<file path="src/ssrx_pkg.sv">
// Package of constants and types for the receive sequencer.
package ssrx_pkg;

  // ********************************************************************
  // Register map (byte addresses, word aligned).
  // ********************************************************************
  localparam logic [7:0] SSRX_ADDR_MODE = 8'h00;
  localparam logic [7:0] SSRX_ADDR_WINDOW = 8'h04;
  localparam logic [7:0] SSRX_ADDR_PREAMBLE = 8'h08;
  localparam logic [7:0] SSRX_ADDR_TIMEOUT = 8'h0c;
  localparam logic [7:0] SSRX_ADDR_FLAGS = 8'h10;
  localparam logic [7:0] SSRX_ADDR_PTR = 8'h14;
  localparam logic [7:0] SSRX_ADDR_DATA = 8'h18;
  localparam logic [7:0] SSRX_ADDR_BASES = 8'h1c;
  localparam logic [7:0] SSRX_ADDR_RXSTAT = 8'h20;
  localparam logic [7:0] SSRX_ADDR_SYMDIV = 8'h24;
  localparam logic [7:0] SSRX_ADDR_HDRMODE = 8'h28;

  // ********************************************************************
  // Field positions of the flag register.
  // ********************************************************************
  localparam int SSRX_FLAG_TIMEOUT = 0;
  localparam int SSRX_FLAG_PACKET_RECEIVED_FLAG = 1;
  localparam int SSRX_FLAG_CRCFAIL = 2;
  localparam int SSRX_FLAG_HEADER = 3;

  // ********************************************************************
  // Reset values and the last index of the buffer clear.
  // ********************************************************************
  localparam logic [9:0] SSRX_WINDOW_RST = 10'h005;
  localparam logic [15:0] SSRX_PREAMBLE_RST = 16'h0008;
  localparam logic [15:0] SSRX_TIMEOUT_RST = 16'h0000;
  localparam logic [7:0] SSRX_RXBASE_RST = 8'h00;
  localparam logic [7:0] SSRX_TXBASE_RST = 8'h80;
  localparam logic [15:0] SSRX_SYMDIV_RST = 16'h0028;
  localparam logic [8:0] SSRX_CLEAR_LAST = 9'h0ff;

  // ********************************************************************
  // Operating modes and sequencer states.
  // ********************************************************************
  typedef enum logic [2:0] {
    SSRX_MODE_SLEEP = 3'h0,
    SSRX_MODE_STANDBY = 3'h1,
    SSRX_MODE_SYNTH = 3'h4,
    SSRX_MODE_CONT = 3'h5,
    SSRX_MODE_SINGLE = 3'h6
  } ssrx_mode_t;

  typedef enum logic [2:0] {
    SSRX_ST_IDLE = 3'b000,
    SSRX_ST_CLEAR = 3'b001,
    SSRX_ST_SEARCH = 3'b011,
    SSRX_ST_HEADER = 3'b010,
    SSRX_ST_PAYLOAD = 3'b110
  } ssrx_state_t;

endpackage : ssrx_pkg

</file>
<file path="src/ssrx_sequencer.sv">
// Receive sequencer of the spread-spectrum modem with its register slave.
//
// What this block does
// - Search window resets to 5 symbols; software keeps it within 4 to 1023.
// - Single-shot: no preamble by window end sets timeout flag, goes standby.
// - Payload end sets packet flag, plus check-fail flag on bad CRC.
// - Every payload byte is stored, even when the CRC fails.
// - Single-shot leaves receive for standby after packet or timeout flag.
// - Single-shot drops synthesizer and RF enables once a packet is done.
// - Preamble found fixes gain; valid header raises header flag first.
// - Continuous mode resumes preamble search after each packet.
// - Overlong preamble is dropped and search restarts without any flag.
// - Continuous timeout sets only the flag; reception continues.
// - Continuous packets are written back to back; write pointer not reset.
// - Per-packet status holds only the latest packet, overwritten each time.
// - Live next-write address is one past the last byte written.
// - Header flag is also raised in implicit-header operation.
// - Timeout timer starts when the buffer clear that follows entry to a receive mode ends.
// - Timeout lasts the programmed count times the symbol period.
// - Each data port access advances the buffer pointer by one.
// - Buffer clears on entry to receive and is inaccessible in sleep.
//
// Chosen here: the address map and the Avalon-MM register port.
`timescale 1ns/1ps
`default_nettype none
module ssrx_sequencer
  import ssrx_pkg::*;
(
  // Clock and reset.
  input wire logic clk,
  input wire logic rst,
  // Avalon-MM slave.
  input wire logic [7:0] avs_address,
  input wire logic avs_read,
  input wire logic avs_write,
  input wire logic [31:0] avs_writedata,
  output logic [31:0] avs_readdata,
  output logic avs_waitrequest,
  // Demodulator events, same clock domain.
  input wire logic dem_symbol_en,
  input wire logic dem_preamble_sym,
  input wire logic dem_preamble_lock,
  input wire logic dem_header_ok,
  input wire logic dem_byte_valid,
  input wire logic [7:0] dem_byte,
  input wire logic dem_payload_end,
  input wire logic dem_crc_ok,
  // Analog and modem control.
  output logic synth_enable,
  output logic rf_rx_enable,
  output logic gain_freeze,
  output logic search_restart
);

  // ********************************************************************
  // State record.
  // ********************************************************************
  typedef struct packed {
    ssrx_mode_t mode;
    ssrx_state_t state;
    logic [9:0] window;
    logic [15:0] preamble_len;
    logic [15:0] timeout_cnt;
    logic [15:0] symdiv;
    logic implicit_hdr;
    logic [3:0] flags;
    logic [7:0] access_ptr;
    logic [7:0] rx_base;
    logic [7:0] tx_base;
    logic [7:0] write_pos;
    logic [7:0] last_start;
    logic [7:0] last_count;
    logic [8:0] clear_idx;
    logic [15:0] div_cnt;
    logic [15:0] sym_cnt;
    logic [15:0] pre_cnt;
    logic timeout_armed;
    logic [7:0] cur_count;
    logic gain;
    logic restart;
    logic [1:0] rd_phase;
    logic [31:0] rdata;
  } ssrx_regs_t;

  ssrx_regs_t r_reg;
  ssrx_regs_t r_next;

  logic buf_wr;
  logic [7:0] buf_waddr;
  logic [7:0] buf_wdata;
  logic [7:0] buf_raddr;
  logic [7:0] buf_rdata;
  logic rx_busy;

  // ********************************************************************
  // Helpers.
  // ********************************************************************
  function automatic logic is_rx(input ssrx_mode_t m);
    return (m == SSRX_MODE_SINGLE) || (m == SSRX_MODE_CONT);
  endfunction : is_rx

  function automatic logic [7:0] inc8(input logic [7:0] v);
    return v + 8'h01;
  endfunction : inc8

  ssrx_buffer #(.DEPTH(256), .AW(8)) u_buf (
    .clk(clk),
    .wr_en(buf_wr),
    .wr_addr(buf_waddr),
    .wr_data(buf_wdata),
    .rd_addr(buf_raddr),
    .rd_data(buf_rdata)
  );

  // ********************************************************************
  // Next-state logic.
  // ********************************************************************
  always_comb begin
    logic data_rd;
    logic sym_tick;
    logic in_rx;
    logic stop_rx;
    logic cfg_ok;
    data_rd = 1'b0;
    sym_tick = 1'b0;
    in_rx = 1'b0;
    stop_rx = 1'b0;
    cfg_ok = 1'b0;
    r_next = r_reg;
    r_next.restart = 1'b0;
    buf_wr = 1'b0;
    buf_waddr = r_reg.write_pos;
    buf_wdata = dem_byte;
    buf_raddr = r_reg.access_ptr;
    in_rx = is_rx(r_reg.mode) && (r_reg.state != SSRX_ST_IDLE)
            && (r_reg.state != SSRX_ST_CLEAR);
    cfg_ok = !(in_rx && (r_reg.state != SSRX_ST_SEARCH));

    // Symbol divider for the timeout timer.
    if (in_rx) begin
      if (r_reg.div_cnt + 16'h0001 >= r_reg.symdiv) begin
        r_next.div_cnt = 16'h0000;
        sym_tick = 1'b1;
      end else begin
        r_next.div_cnt = r_reg.div_cnt + 16'h0001;
      end
    end

    // Sequencer.
    unique case (r_reg.state)
      SSRX_ST_IDLE: begin
        r_next.gain = 1'b0;
      end
      SSRX_ST_CLEAR: begin
        buf_wr = 1'b1;
        buf_waddr = r_reg.clear_idx[7:0];
        buf_wdata = 8'h00;
        if (r_reg.clear_idx == SSRX_CLEAR_LAST) begin
          r_next.state = SSRX_ST_SEARCH;
          r_next.sym_cnt = 16'h0000;
          r_next.div_cnt = 16'h0000;
          r_next.pre_cnt = 16'h0000;
          r_next.timeout_armed = 1'b1;
        end else begin
          r_next.clear_idx = r_reg.clear_idx + 9'h001;
        end
      end
      SSRX_ST_SEARCH: begin
        if (dem_preamble_lock) begin
          r_next.gain = 1'b1;
          r_next.state = SSRX_ST_HEADER;
        end else if (dem_symbol_en && dem_preamble_sym) begin
          if (r_reg.pre_cnt + 16'h0001 > r_reg.preamble_len) begin
            r_next.pre_cnt = 16'h0000;
            r_next.restart = 1'b1;
          end else begin
            r_next.pre_cnt = r_reg.pre_cnt + 16'h0001;
          end
        end
      end
      SSRX_ST_HEADER: begin
        if (dem_header_ok) begin
          r_next.flags[SSRX_FLAG_HEADER] = 1'b1;
          r_next.cur_count = 8'h00;
          r_next.last_start = r_reg.write_pos;
          r_next.state = SSRX_ST_PAYLOAD;
        end
      end
      SSRX_ST_PAYLOAD: begin
        if (dem_byte_valid) begin
          buf_wr = 1'b1;
          r_next.write_pos = inc8(r_reg.write_pos);
          r_next.cur_count = inc8(r_reg.cur_count);
        end
        if (dem_payload_end) begin
          r_next.flags[SSRX_FLAG_PACKET_RECEIVED_FLAG] = 1'b1;
          if (!dem_crc_ok) begin
            r_next.flags[SSRX_FLAG_CRCFAIL] = 1'b1;
          end
          r_next.last_count = dem_byte_valid ? inc8(r_reg.cur_count)
                                             : r_reg.cur_count;
          r_next.gain = 1'b0;
          r_next.pre_cnt = 16'h0000;
          if (r_reg.mode == SSRX_MODE_SINGLE) begin
            stop_rx = 1'b1;
          end else begin
            r_next.state = SSRX_ST_SEARCH;
          end
        end
      end
      default: r_next.state = SSRX_ST_IDLE;
    endcase

    // Receive timeout counted in symbols.
    if (in_rx && sym_tick && r_reg.timeout_armed) begin
      r_next.sym_cnt = r_reg.sym_cnt + 16'h0001;
      if ((r_reg.mode == SSRX_MODE_SINGLE && r_reg.state == SSRX_ST_SEARCH
           && r_reg.sym_cnt + 16'h0001 >= {6'h00, r_reg.window})
          || (r_reg.timeout_cnt != 16'h0000
              && r_reg.sym_cnt + 16'h0001 >= r_reg.timeout_cnt)) begin
        r_next.flags[SSRX_FLAG_TIMEOUT] = 1'b1;
        r_next.timeout_armed = 1'b0;
        if (r_reg.mode == SSRX_MODE_SINGLE) begin
          stop_rx = 1'b1;
        end
      end
    end
    if (stop_rx) begin
      r_next.mode = SSRX_MODE_STANDBY;
      r_next.state = SSRX_ST_IDLE;
      r_next.gain = 1'b0;
    end

    // Register slave; a read is stalled for two cycles for the buffer latency.
    r_next.rd_phase = 2'b00;
    if (avs_read && r_reg.rd_phase == 2'b00) begin
      r_next.rd_phase = 2'b01;
    end else if (avs_read && r_reg.rd_phase == 2'b01) begin
      r_next.rd_phase = 2'b10;
      r_next.rdata = 32'h0000_0000;
      unique case (avs_address)
        SSRX_ADDR_MODE: r_next.rdata = {29'h0, r_reg.mode};
        SSRX_ADDR_WINDOW: r_next.rdata = {22'h0, r_reg.window};
        SSRX_ADDR_PREAMBLE: r_next.rdata = {16'h0, r_reg.preamble_len};
        SSRX_ADDR_TIMEOUT: r_next.rdata = {16'h0, r_reg.timeout_cnt};
        SSRX_ADDR_FLAGS: r_next.rdata = {28'h0, r_reg.flags};
        SSRX_ADDR_PTR: r_next.rdata = {24'h0, r_reg.access_ptr};
        SSRX_ADDR_DATA: begin
          if (r_reg.mode != SSRX_MODE_SLEEP) begin
            r_next.rdata = {24'h0, buf_rdata};
            data_rd = 1'b1;
          end
        end
        SSRX_ADDR_BASES: r_next.rdata = {16'h0, r_reg.tx_base, r_reg.rx_base};
        SSRX_ADDR_RXSTAT: r_next.rdata = {8'h0, r_reg.write_pos,
                                          r_reg.last_count,
                                          r_reg.last_start};
        SSRX_ADDR_SYMDIV: r_next.rdata = {16'h0, r_reg.symdiv};
        SSRX_ADDR_HDRMODE: r_next.rdata = {31'h0, r_reg.implicit_hdr};
        default: r_next.rdata = 32'h0000_0000;
      endcase
    end
    if (data_rd) begin
      r_next.access_ptr = inc8(r_reg.access_ptr);
    end

    // The receiver owns the buffer write port in this cycle.
    rx_busy = buf_wr;
    if (avs_write) begin
      unique case (avs_address)
        SSRX_ADDR_MODE: begin
          if (avs_writedata[2:0] == SSRX_MODE_SLEEP
              || avs_writedata[2:0] == SSRX_MODE_STANDBY
              || avs_writedata[2:0] == SSRX_MODE_SYNTH
              || avs_writedata[2:0] == SSRX_MODE_CONT
              || avs_writedata[2:0] == SSRX_MODE_SINGLE) begin
            r_next.mode = ssrx_mode_t'(avs_writedata[2:0]);
            if (is_rx(ssrx_mode_t'(avs_writedata[2:0]))
                && ssrx_mode_t'(avs_writedata[2:0]) != r_reg.mode) begin
              r_next.state = SSRX_ST_CLEAR;
              r_next.clear_idx = 9'h000;
              r_next.write_pos = r_reg.rx_base;
              r_next.timeout_armed = 1'b0;
            end else if (!is_rx(ssrx_mode_t'(avs_writedata[2:0]))) begin
              r_next.state = SSRX_ST_IDLE;
              r_next.gain = 1'b0;
            end
          end
        end
        SSRX_ADDR_WINDOW: if (cfg_ok) r_next.window = avs_writedata[9:0];
        SSRX_ADDR_PREAMBLE: begin
          if (cfg_ok) r_next.preamble_len = avs_writedata[15:0];
        end
        SSRX_ADDR_TIMEOUT: begin
          if (cfg_ok) r_next.timeout_cnt = avs_writedata[15:0];
        end
        SSRX_ADDR_FLAGS: begin
          r_next.flags = r_next.flags & ~(avs_writedata[3:0]
                                          & ~(r_next.flags ^ r_reg.flags));
        end
        SSRX_ADDR_PTR: r_next.access_ptr = avs_writedata[7:0];
        SSRX_ADDR_DATA: begin
          if (r_reg.mode != SSRX_MODE_SLEEP && !rx_busy) begin
            buf_wr = 1'b1;
            buf_waddr = r_reg.access_ptr;
            buf_wdata = avs_writedata[7:0];
            r_next.access_ptr = inc8(r_reg.access_ptr);
          end
        end
        SSRX_ADDR_BASES: begin
          if (cfg_ok) begin
            r_next.rx_base = avs_writedata[7:0];
            r_next.tx_base = avs_writedata[15:8];
          end
        end
        SSRX_ADDR_SYMDIV: if (cfg_ok) r_next.symdiv = avs_writedata[15:0];
        SSRX_ADDR_HDRMODE: if (cfg_ok) r_next.implicit_hdr = avs_writedata[0];
        default: r_next.rdata = r_reg.rdata;
      endcase
    end
  end

  // ********************************************************************
  // Register.
  // ********************************************************************
  always_ff @(posedge clk) begin
    if (rst) begin
      r_reg <= '0;
      r_reg.mode <= SSRX_MODE_SLEEP;
      r_reg.state <= SSRX_ST_IDLE;
      r_reg.window <= SSRX_WINDOW_RST;
      r_reg.preamble_len <= SSRX_PREAMBLE_RST;
      r_reg.timeout_cnt <= SSRX_TIMEOUT_RST;
      r_reg.symdiv <= SSRX_SYMDIV_RST;
      r_reg.rx_base <= SSRX_RXBASE_RST;
      r_reg.tx_base <= SSRX_TXBASE_RST;
    end else begin
      r_reg <= r_next;
    end
  end

  // ********************************************************************
  // Outputs.
  // ********************************************************************
  assign avs_waitrequest = (avs_read && r_reg.rd_phase != 2'b10)
                           || (avs_write && rx_busy
                               && avs_address == SSRX_ADDR_DATA
                               && r_reg.mode != SSRX_MODE_SLEEP);
  assign avs_readdata = r_reg.rdata;
  assign synth_enable = is_rx(r_reg.mode) || r_reg.mode == SSRX_MODE_SYNTH;
  assign rf_rx_enable = is_rx(r_reg.mode);
  assign gain_freeze = r_reg.gain;
  assign search_restart = r_reg.restart;

endmodule : ssrx_sequencer
`default_nettype wire

</file>
<file path="src/ssrx_buffer.sv">
// Packet buffer memory with one write port and one read port.
`timescale 1ns/1ps
`default_nettype none
module ssrx_buffer
  import ssrx_pkg::*;
#(
  parameter int DEPTH = 256,
  parameter int AW = 8
) (
  // Clock.
  input wire logic clk,
  // Write side.
  input wire logic wr_en,
  input wire logic [AW-1:0] wr_addr,
  input wire logic [7:0] wr_data,
  // Read side.
  input wire logic [AW-1:0] rd_addr,
  output logic [7:0] rd_data
);

  logic [7:0] mem [DEPTH];

  always_ff @(posedge clk) begin
    if (wr_en) begin
      mem[wr_addr] <= wr_data;
    end
    rd_data <= mem[rd_addr];
  end

endmodule : ssrx_buffer
`default_nettype wire

</file>
<file path="config.mk">
export PLATFORM = sky130hd
export DESIGN_NAME = ssrx_sequencer
export DESIGN_NICKNAME = d
export VERILOG_FILES = /design/src/ssrx_pkg.sv /design/src/ssrx_sequencer.sv /design/src/ssrx_buffer.sv
export SDC_FILE = /design/constraint.sdc
export NUM_CORES = 2
export LEC_CHECK = 0
export ABC_AREA = 1
export BUFFER_PORTS_ARGS = -buffer_cell sky130_fd_sc_hd__buf_2
export CAP_MARGIN = 10
export CORE_MARGIN = 2
export CORE_UTILIZATION = 28
export CTS_BUF_LIST = sky130_fd_sc_hd__clkbuf_4 sky130_fd_sc_hd__clkbuf_8
export DETAILED_ROUTE_END_ITERATION = 10
export GPL_TIMING_DRIVEN = 0
export PLACE_DENSITY_LB_ADDON = 0.2
export SLEW_MARGIN = 20
export SYNTH_ARGS = -nofsm -noshare
export SYNTH_HDL_FRONTEND = slang
export SYNTH_SLANG_ARGS = --single-unit
export TNS_END_PERCENT = 1
</file>
<file path="constraint.sdc">
create_clock -name clk -period 17.1 [get_ports clk]
set_input_delay 0.855 -clock clk [delete_from_list [all_inputs] [get_ports clk]]
set_output_delay 0.855 -clock clk [all_outputs]
set_load 0.005 [all_outputs]
</file>
==> Yosys cells after proc, flatten, opt, wreduce, memory -nomap -nowiden <==
Memory sizes are Yosys's and may differ from the RTL's. A register that Yosys moved wholly into a read port is not among the register bits.
Index checks and enable logic that the tools add are counted.
{ "classes": {"addsub": 7, "order_cmp": 4, "eq_ne": 33, "mux": 109, "bitwise": 8, "n_reduce_logical": 52} }
{ "op_table": {"columns": ["op", "count"], "rows": [
  ["case mux 24 bit (11 select lines)", 1],
  ["two-way mux 16 bit", 15],
  ["two-way mux 8 bit", 18],
  ["two-way mux 101 bit", 1],
  ["two-way mux 32 bit", 3],
  ["two-way mux 49 bit", 1],
  ["adder 16 x 1 -> 16 bit, second input constant", 3],
  ["case mux 16 bit (3 select lines)", 1],
  ["two-way mux 9 bit", 5],
  ["two-way mux 1 bit", 42],
  ["two-way mux 41 bit", 1],
  ["two-way mux 34 bit", 1],
  ["== test 8 x 5 -> 1 bit, second input constant", 4],
  ["greater-or-equal comparator 16 bit", 2],
  ["case mux 8 bit (2 select lines)", 2],
  ["adder 8 x 1 -> 8 bit, second input constant", 3],
  ["== test 8 x 6 -> 1 bit, second input constant", 3],
  ["== test 3 bit, second input constant", 7],
  ["two-way mux 3 bit", 7],
  ["two-way mux 10 bit", 2],
  ["two-way mux 6 bit", 3],
  ["AND reduction 3 bit", 6],
  ["logical AND 1 bit", 17],
  ["== test 8 x 4 -> 1 bit, second input constant", 2],
  ["other kinds (34)", 63]
]} }
{ "word_totals": {"register_bits": 219, "ram_bits": 2048, "inputBits": 59, "out_inout_bits": 37, "word_cells": 239, "mem_count": 1} }
{ "mem_list": {"columns": ["memory", "words", "word_bits", "rd", "rd_clocked_by_memory_dff", "write_ports", "line", "text"], "rows": [
  ["u_buf.mem", 256, 8, 1, 1, 1, "ssrx_buffer.sv:21", "logic [7:0] mem [DEPTH];"]
]} }

==> Logic depth before layout (Yosys ltp) <==
{ "depth": {"word_depth": 15, "mapped_depth": 25, "ltp_nobuf": 24} }

==> By module <==
A second synthesis with hierarchy kept.
{ "unflattened": {"hier_cells": 8684, "hier_area_um2": 95409.0} }
{ "modules_own_cells": {"columns": ["module", "n_inst", "cells_each", "area_each_um2", "seq_area_each_um2"], "rows": [
  ["ssrx_buffer", 1, 7003, 83396.2, 61659.1],
  ["ssrx_sequencer", 1, 1681, 12012.8, 4224.1]
]} }

==> Least setup slack after synthesis <==
Ideal clock, no wire load.
{ "synth_timing": {"path_type": "input to register", "from": "input port avs_address[7]", "to": "memory u_buf.mem[0][0] (data pin)", "setup_time_ns": 2.188, "arrival_ns": 12.220, "required_time_ns": 14.912, "setup_slack_ns": 2.692, "stages": 10, "path_buffers": 2, "path_cell_list": "or2_1 -> nor3_4 -> nand2_4 -> a21oi_4 -> nand2_4 -> nor2_4 -> inv_2 -> buf_2 -> clkbuf_1 -> o21ai_0"} }
{ "synth_between": {"elab_chain_len": 3} }
{ "synth_rtl": {"columns": ["element", "line", "text"], "rows": [
  ["start, declared", "ssrx_sequencer.sv:33", "input wire logic [7:0] avs_address,"],
  ["== test 8 x 5 -> 1 bit", "ssrx_sequencer.sv:270", "unique case (avs_address)"],
  ["two-way mux 8 bit", "ssrx_sequencer.sv:270", null],
  ["two-way mux 8 bit", "ssrx_sequencer.sv:269", "if (avs_write) begin"],
  ["via buf_wdata[0]", "ssrx_sequencer.sv:90", "logic [7:0] buf_wdata;"],
  ["end, declared", "ssrx_buffer.sv:21", null]
]} }
The timed path passes the listed nets, and every way through them passes these cells.

==> results.toml <==
[die]
num_rows = 211
dieArea_um2 = 337000
die_height_um = 581
ioPinCount = 96
fp.coreArea_um2 = 331000
die_x_um = 581
initial_core_util = 0.282

[clocking]
clkLatencyLatePin_ps = 1150
cts_max_level = 5
path_clk_slew_ps = 70
cts_setup_buffers = 0
cts_tree = "yes"
root_buffer = "clkbuf_8"
clock_tree.buffer_depth = 4
clock_sinks = 2267
cts_made_buffers = 397

[placement]
numPlacedInstances = 12796
hpwl_mm = 411
io_buffer_count = 70
dpl_cell_area_um2 = 107000
pre_cts_ws_ps = 11180
gp_congestion = 1.07

[sta]
setup_tns_ps = 0
slew_headroom = 0.0654
fin_skew_ps = 76.3
finalMaxSlewViolations = 0
tightest_slew_ps = 1400
fin_crit_ps = 6330
rsz0062_at_grt = "no"
hold_viol = 0
setup_violations = 0
period_share = 0.370
holdWs_ps = 92.0
fin_ws_ps = 10770
fmax_mhz = 158

[global_route]
busiest_layer = "met2"
grtUsageMet2 = 0.453
grt_use_total = 0.312
met1_usage = 0.391
grt_pass1_wl_mm = 695
grt_max_degree = 35
overflow = 0
grtUsageMet3 = 0.104
antenna_found_initial = 68
grt_pass1_vias = 70258

[setup_path]
setup.worst_path.end = "u_buf.rd_data[5]"
startpoint = "buf_raddr[0]"
end_kind = "flip-flop"
arrival_ps = 7390
cp.required_ps = 18160
start_kind = "flip-flop"
rrSetupSlack_ps = 10770
reg2reg_from = "buf_raddr[0]"
reg2reg_depth = 14
worstSetupPathType = "flip-flop to flip-flop"
r2r_end = "u_buf.rd_data[5]"
cp_max_fo = 10

[route]
antenna_left = 0
num_vias = 77040
wire_per_inst_um = 40.3
wirelength_mm = 546
first_pass_iters = 8
routed_via_density = 5.69
drt-initial-drc-count = 12374
drc = 0

[min_path]
hp-class = "input pin to flip-flop"
hold_path.startpoint = "dem_byte_valid"

[power_and_ir_drop]
power_mw = 11.4
powerDensity_nw_per_um2 = 99.3
peakVddDrop_v = 0.0000586
p_leak_nw = 37.8

[layout]
drive_gt1_frac = 0.154
multiInputGateArea_um2 = 25600
final_nets = 8957
post-route-cell-area_um2 = 114000
utilization = 0.346
fillers = 32971
regArea_um2 = 65900
final_cells = 13539
syn_to_final_growth_pct = 22.8
largest_reg_flops = 2048

[logic_synthesis]
synth_top_area_frac = 0.660
async_flop_share = 0
synth_area_leaders = "edfxtp_1, o21ai_0, nor2_1"
synth.avg_cell_area_um2 = 11.5
ys_types = 55
synth-edff-count = 2048
synth_most_common_cell = "edfxtp_1"
synth_ff_type = "edfxtp_1"
netlist_top_cells_count = "edfxtp_1, nor2_1, o21ai_0, nand2_1, o22ai_1"
netlist_instances = 8075
synth_area_um2 = 93200
ys_seq_area_frac = 0.707
ys_ff_latch = 2267
yosysTopAreaCell = "edfxtp_1"
ys_warn_count = 0

[run_status]
status = "complete, no violations"

[job]
drv_cap = 0
==> cells in the final DEF, fill, tap and decap left out, drive strengths merged, types with 12 or more instances in the layout <==
master / Yosys / final
xnor2: 16 / 16
o22ai: 614 / 614
ha: 64 / 64
edfxtp: 2048 / 2048
buf: 110 / 457
inv: 253 / 266
diode: 0 / 20
o211ai: 12 / 12
xor2: 38 / 38
nor3: 27 / 27
o21ai: 1333 / 1333
clkinvlp: 0 / 12
nand2: 620 / 620
nand4: 18 / 18
a21oi: 228 / 228
clkinv: 5 / 175
dfxtp: 219 / 219
nand3: 323 / 323
o221ai: 13 / 13
clkbuf: 469 / 983
nor2: 1592 / 1592
==> final cells by class <==
class,count,area share
flip-flops and latches,2267,0.576
multi-input cells,4978,0.224
clock buffers,513,0.0560
repair buffers,353,0.0556
well taps,4366,0.0478
plain buffers,579,0.0211
clock inverters,205,0.0110
inverters,258,0.00847
diodes,20,0.000438
==> where the power goes <==
part           internal (mW)  switching, mW  total, mW
Sequential              6.03       0.000610       6.03
Combinational         0.0745          0.167      0.242
Clock                   2.61           2.47       5.08
==> worst min-delay path by stage <==
stage                end  slack, ps  cells after the start
2_1_floorplan  r_reg[32]        410                      1
3_3_place_gp   r_reg[32]        420                      1
3_5_place_dp   r_reg[32]        430                      1
4_1_cts        r_reg[36]         10                      4
5_1_grt        r_reg[36]        100                      4
6_report       r_reg[36]         90                      4
==> cells by family (layout without fill, tap and decap cells) <==
family                     Yosys count  count (layout)  synth area share
AOI/OAI and AO/OA                 2248            2248             0.132
xor gates and xnor gates            54              54           0.00508
adders and majority gates           64              64           0.00859
buffers and inverters              837            1908            0.0355
DFF                               2267            2267             0.707
muxes                                3               3          0.000322
other                                1              28         0.0000402
and+or+nand+nor                   2601            2601             0.111
==> metal layers <==
layer / wire length (µm) / vias to the layer above
met4: 45600 / 30
met5: 193 / -
met1: 206000 / 39150
met3: 66800 / 1306
li1: - / 30946
met2: 227000 / 5608
==> worst max-delay path, stage by stage (launching register included) <==
cell      delay (ps)
dfxtp_1          310
buf_2            380
inv_2            460
clkbuf_2         730
clkbuf_1         850
clkbuf_1         980
o21ai_0          240
o22ai_1          200
nand2_1          110
nand3_1          200
nand3_1          380
nand3_1          290
nand3_1          110
a21oi_1          660
or2_2            230
==> what timing repair did <==
action | CTS | global route
setup endpoints to repair | 0 | 0
endpoints found under the hold margin | 4 | 0
hold buffers | 5 | 0
gates resized for setup | 0 | 0
No activity file was read; power rests on OpenSTA's default activity.
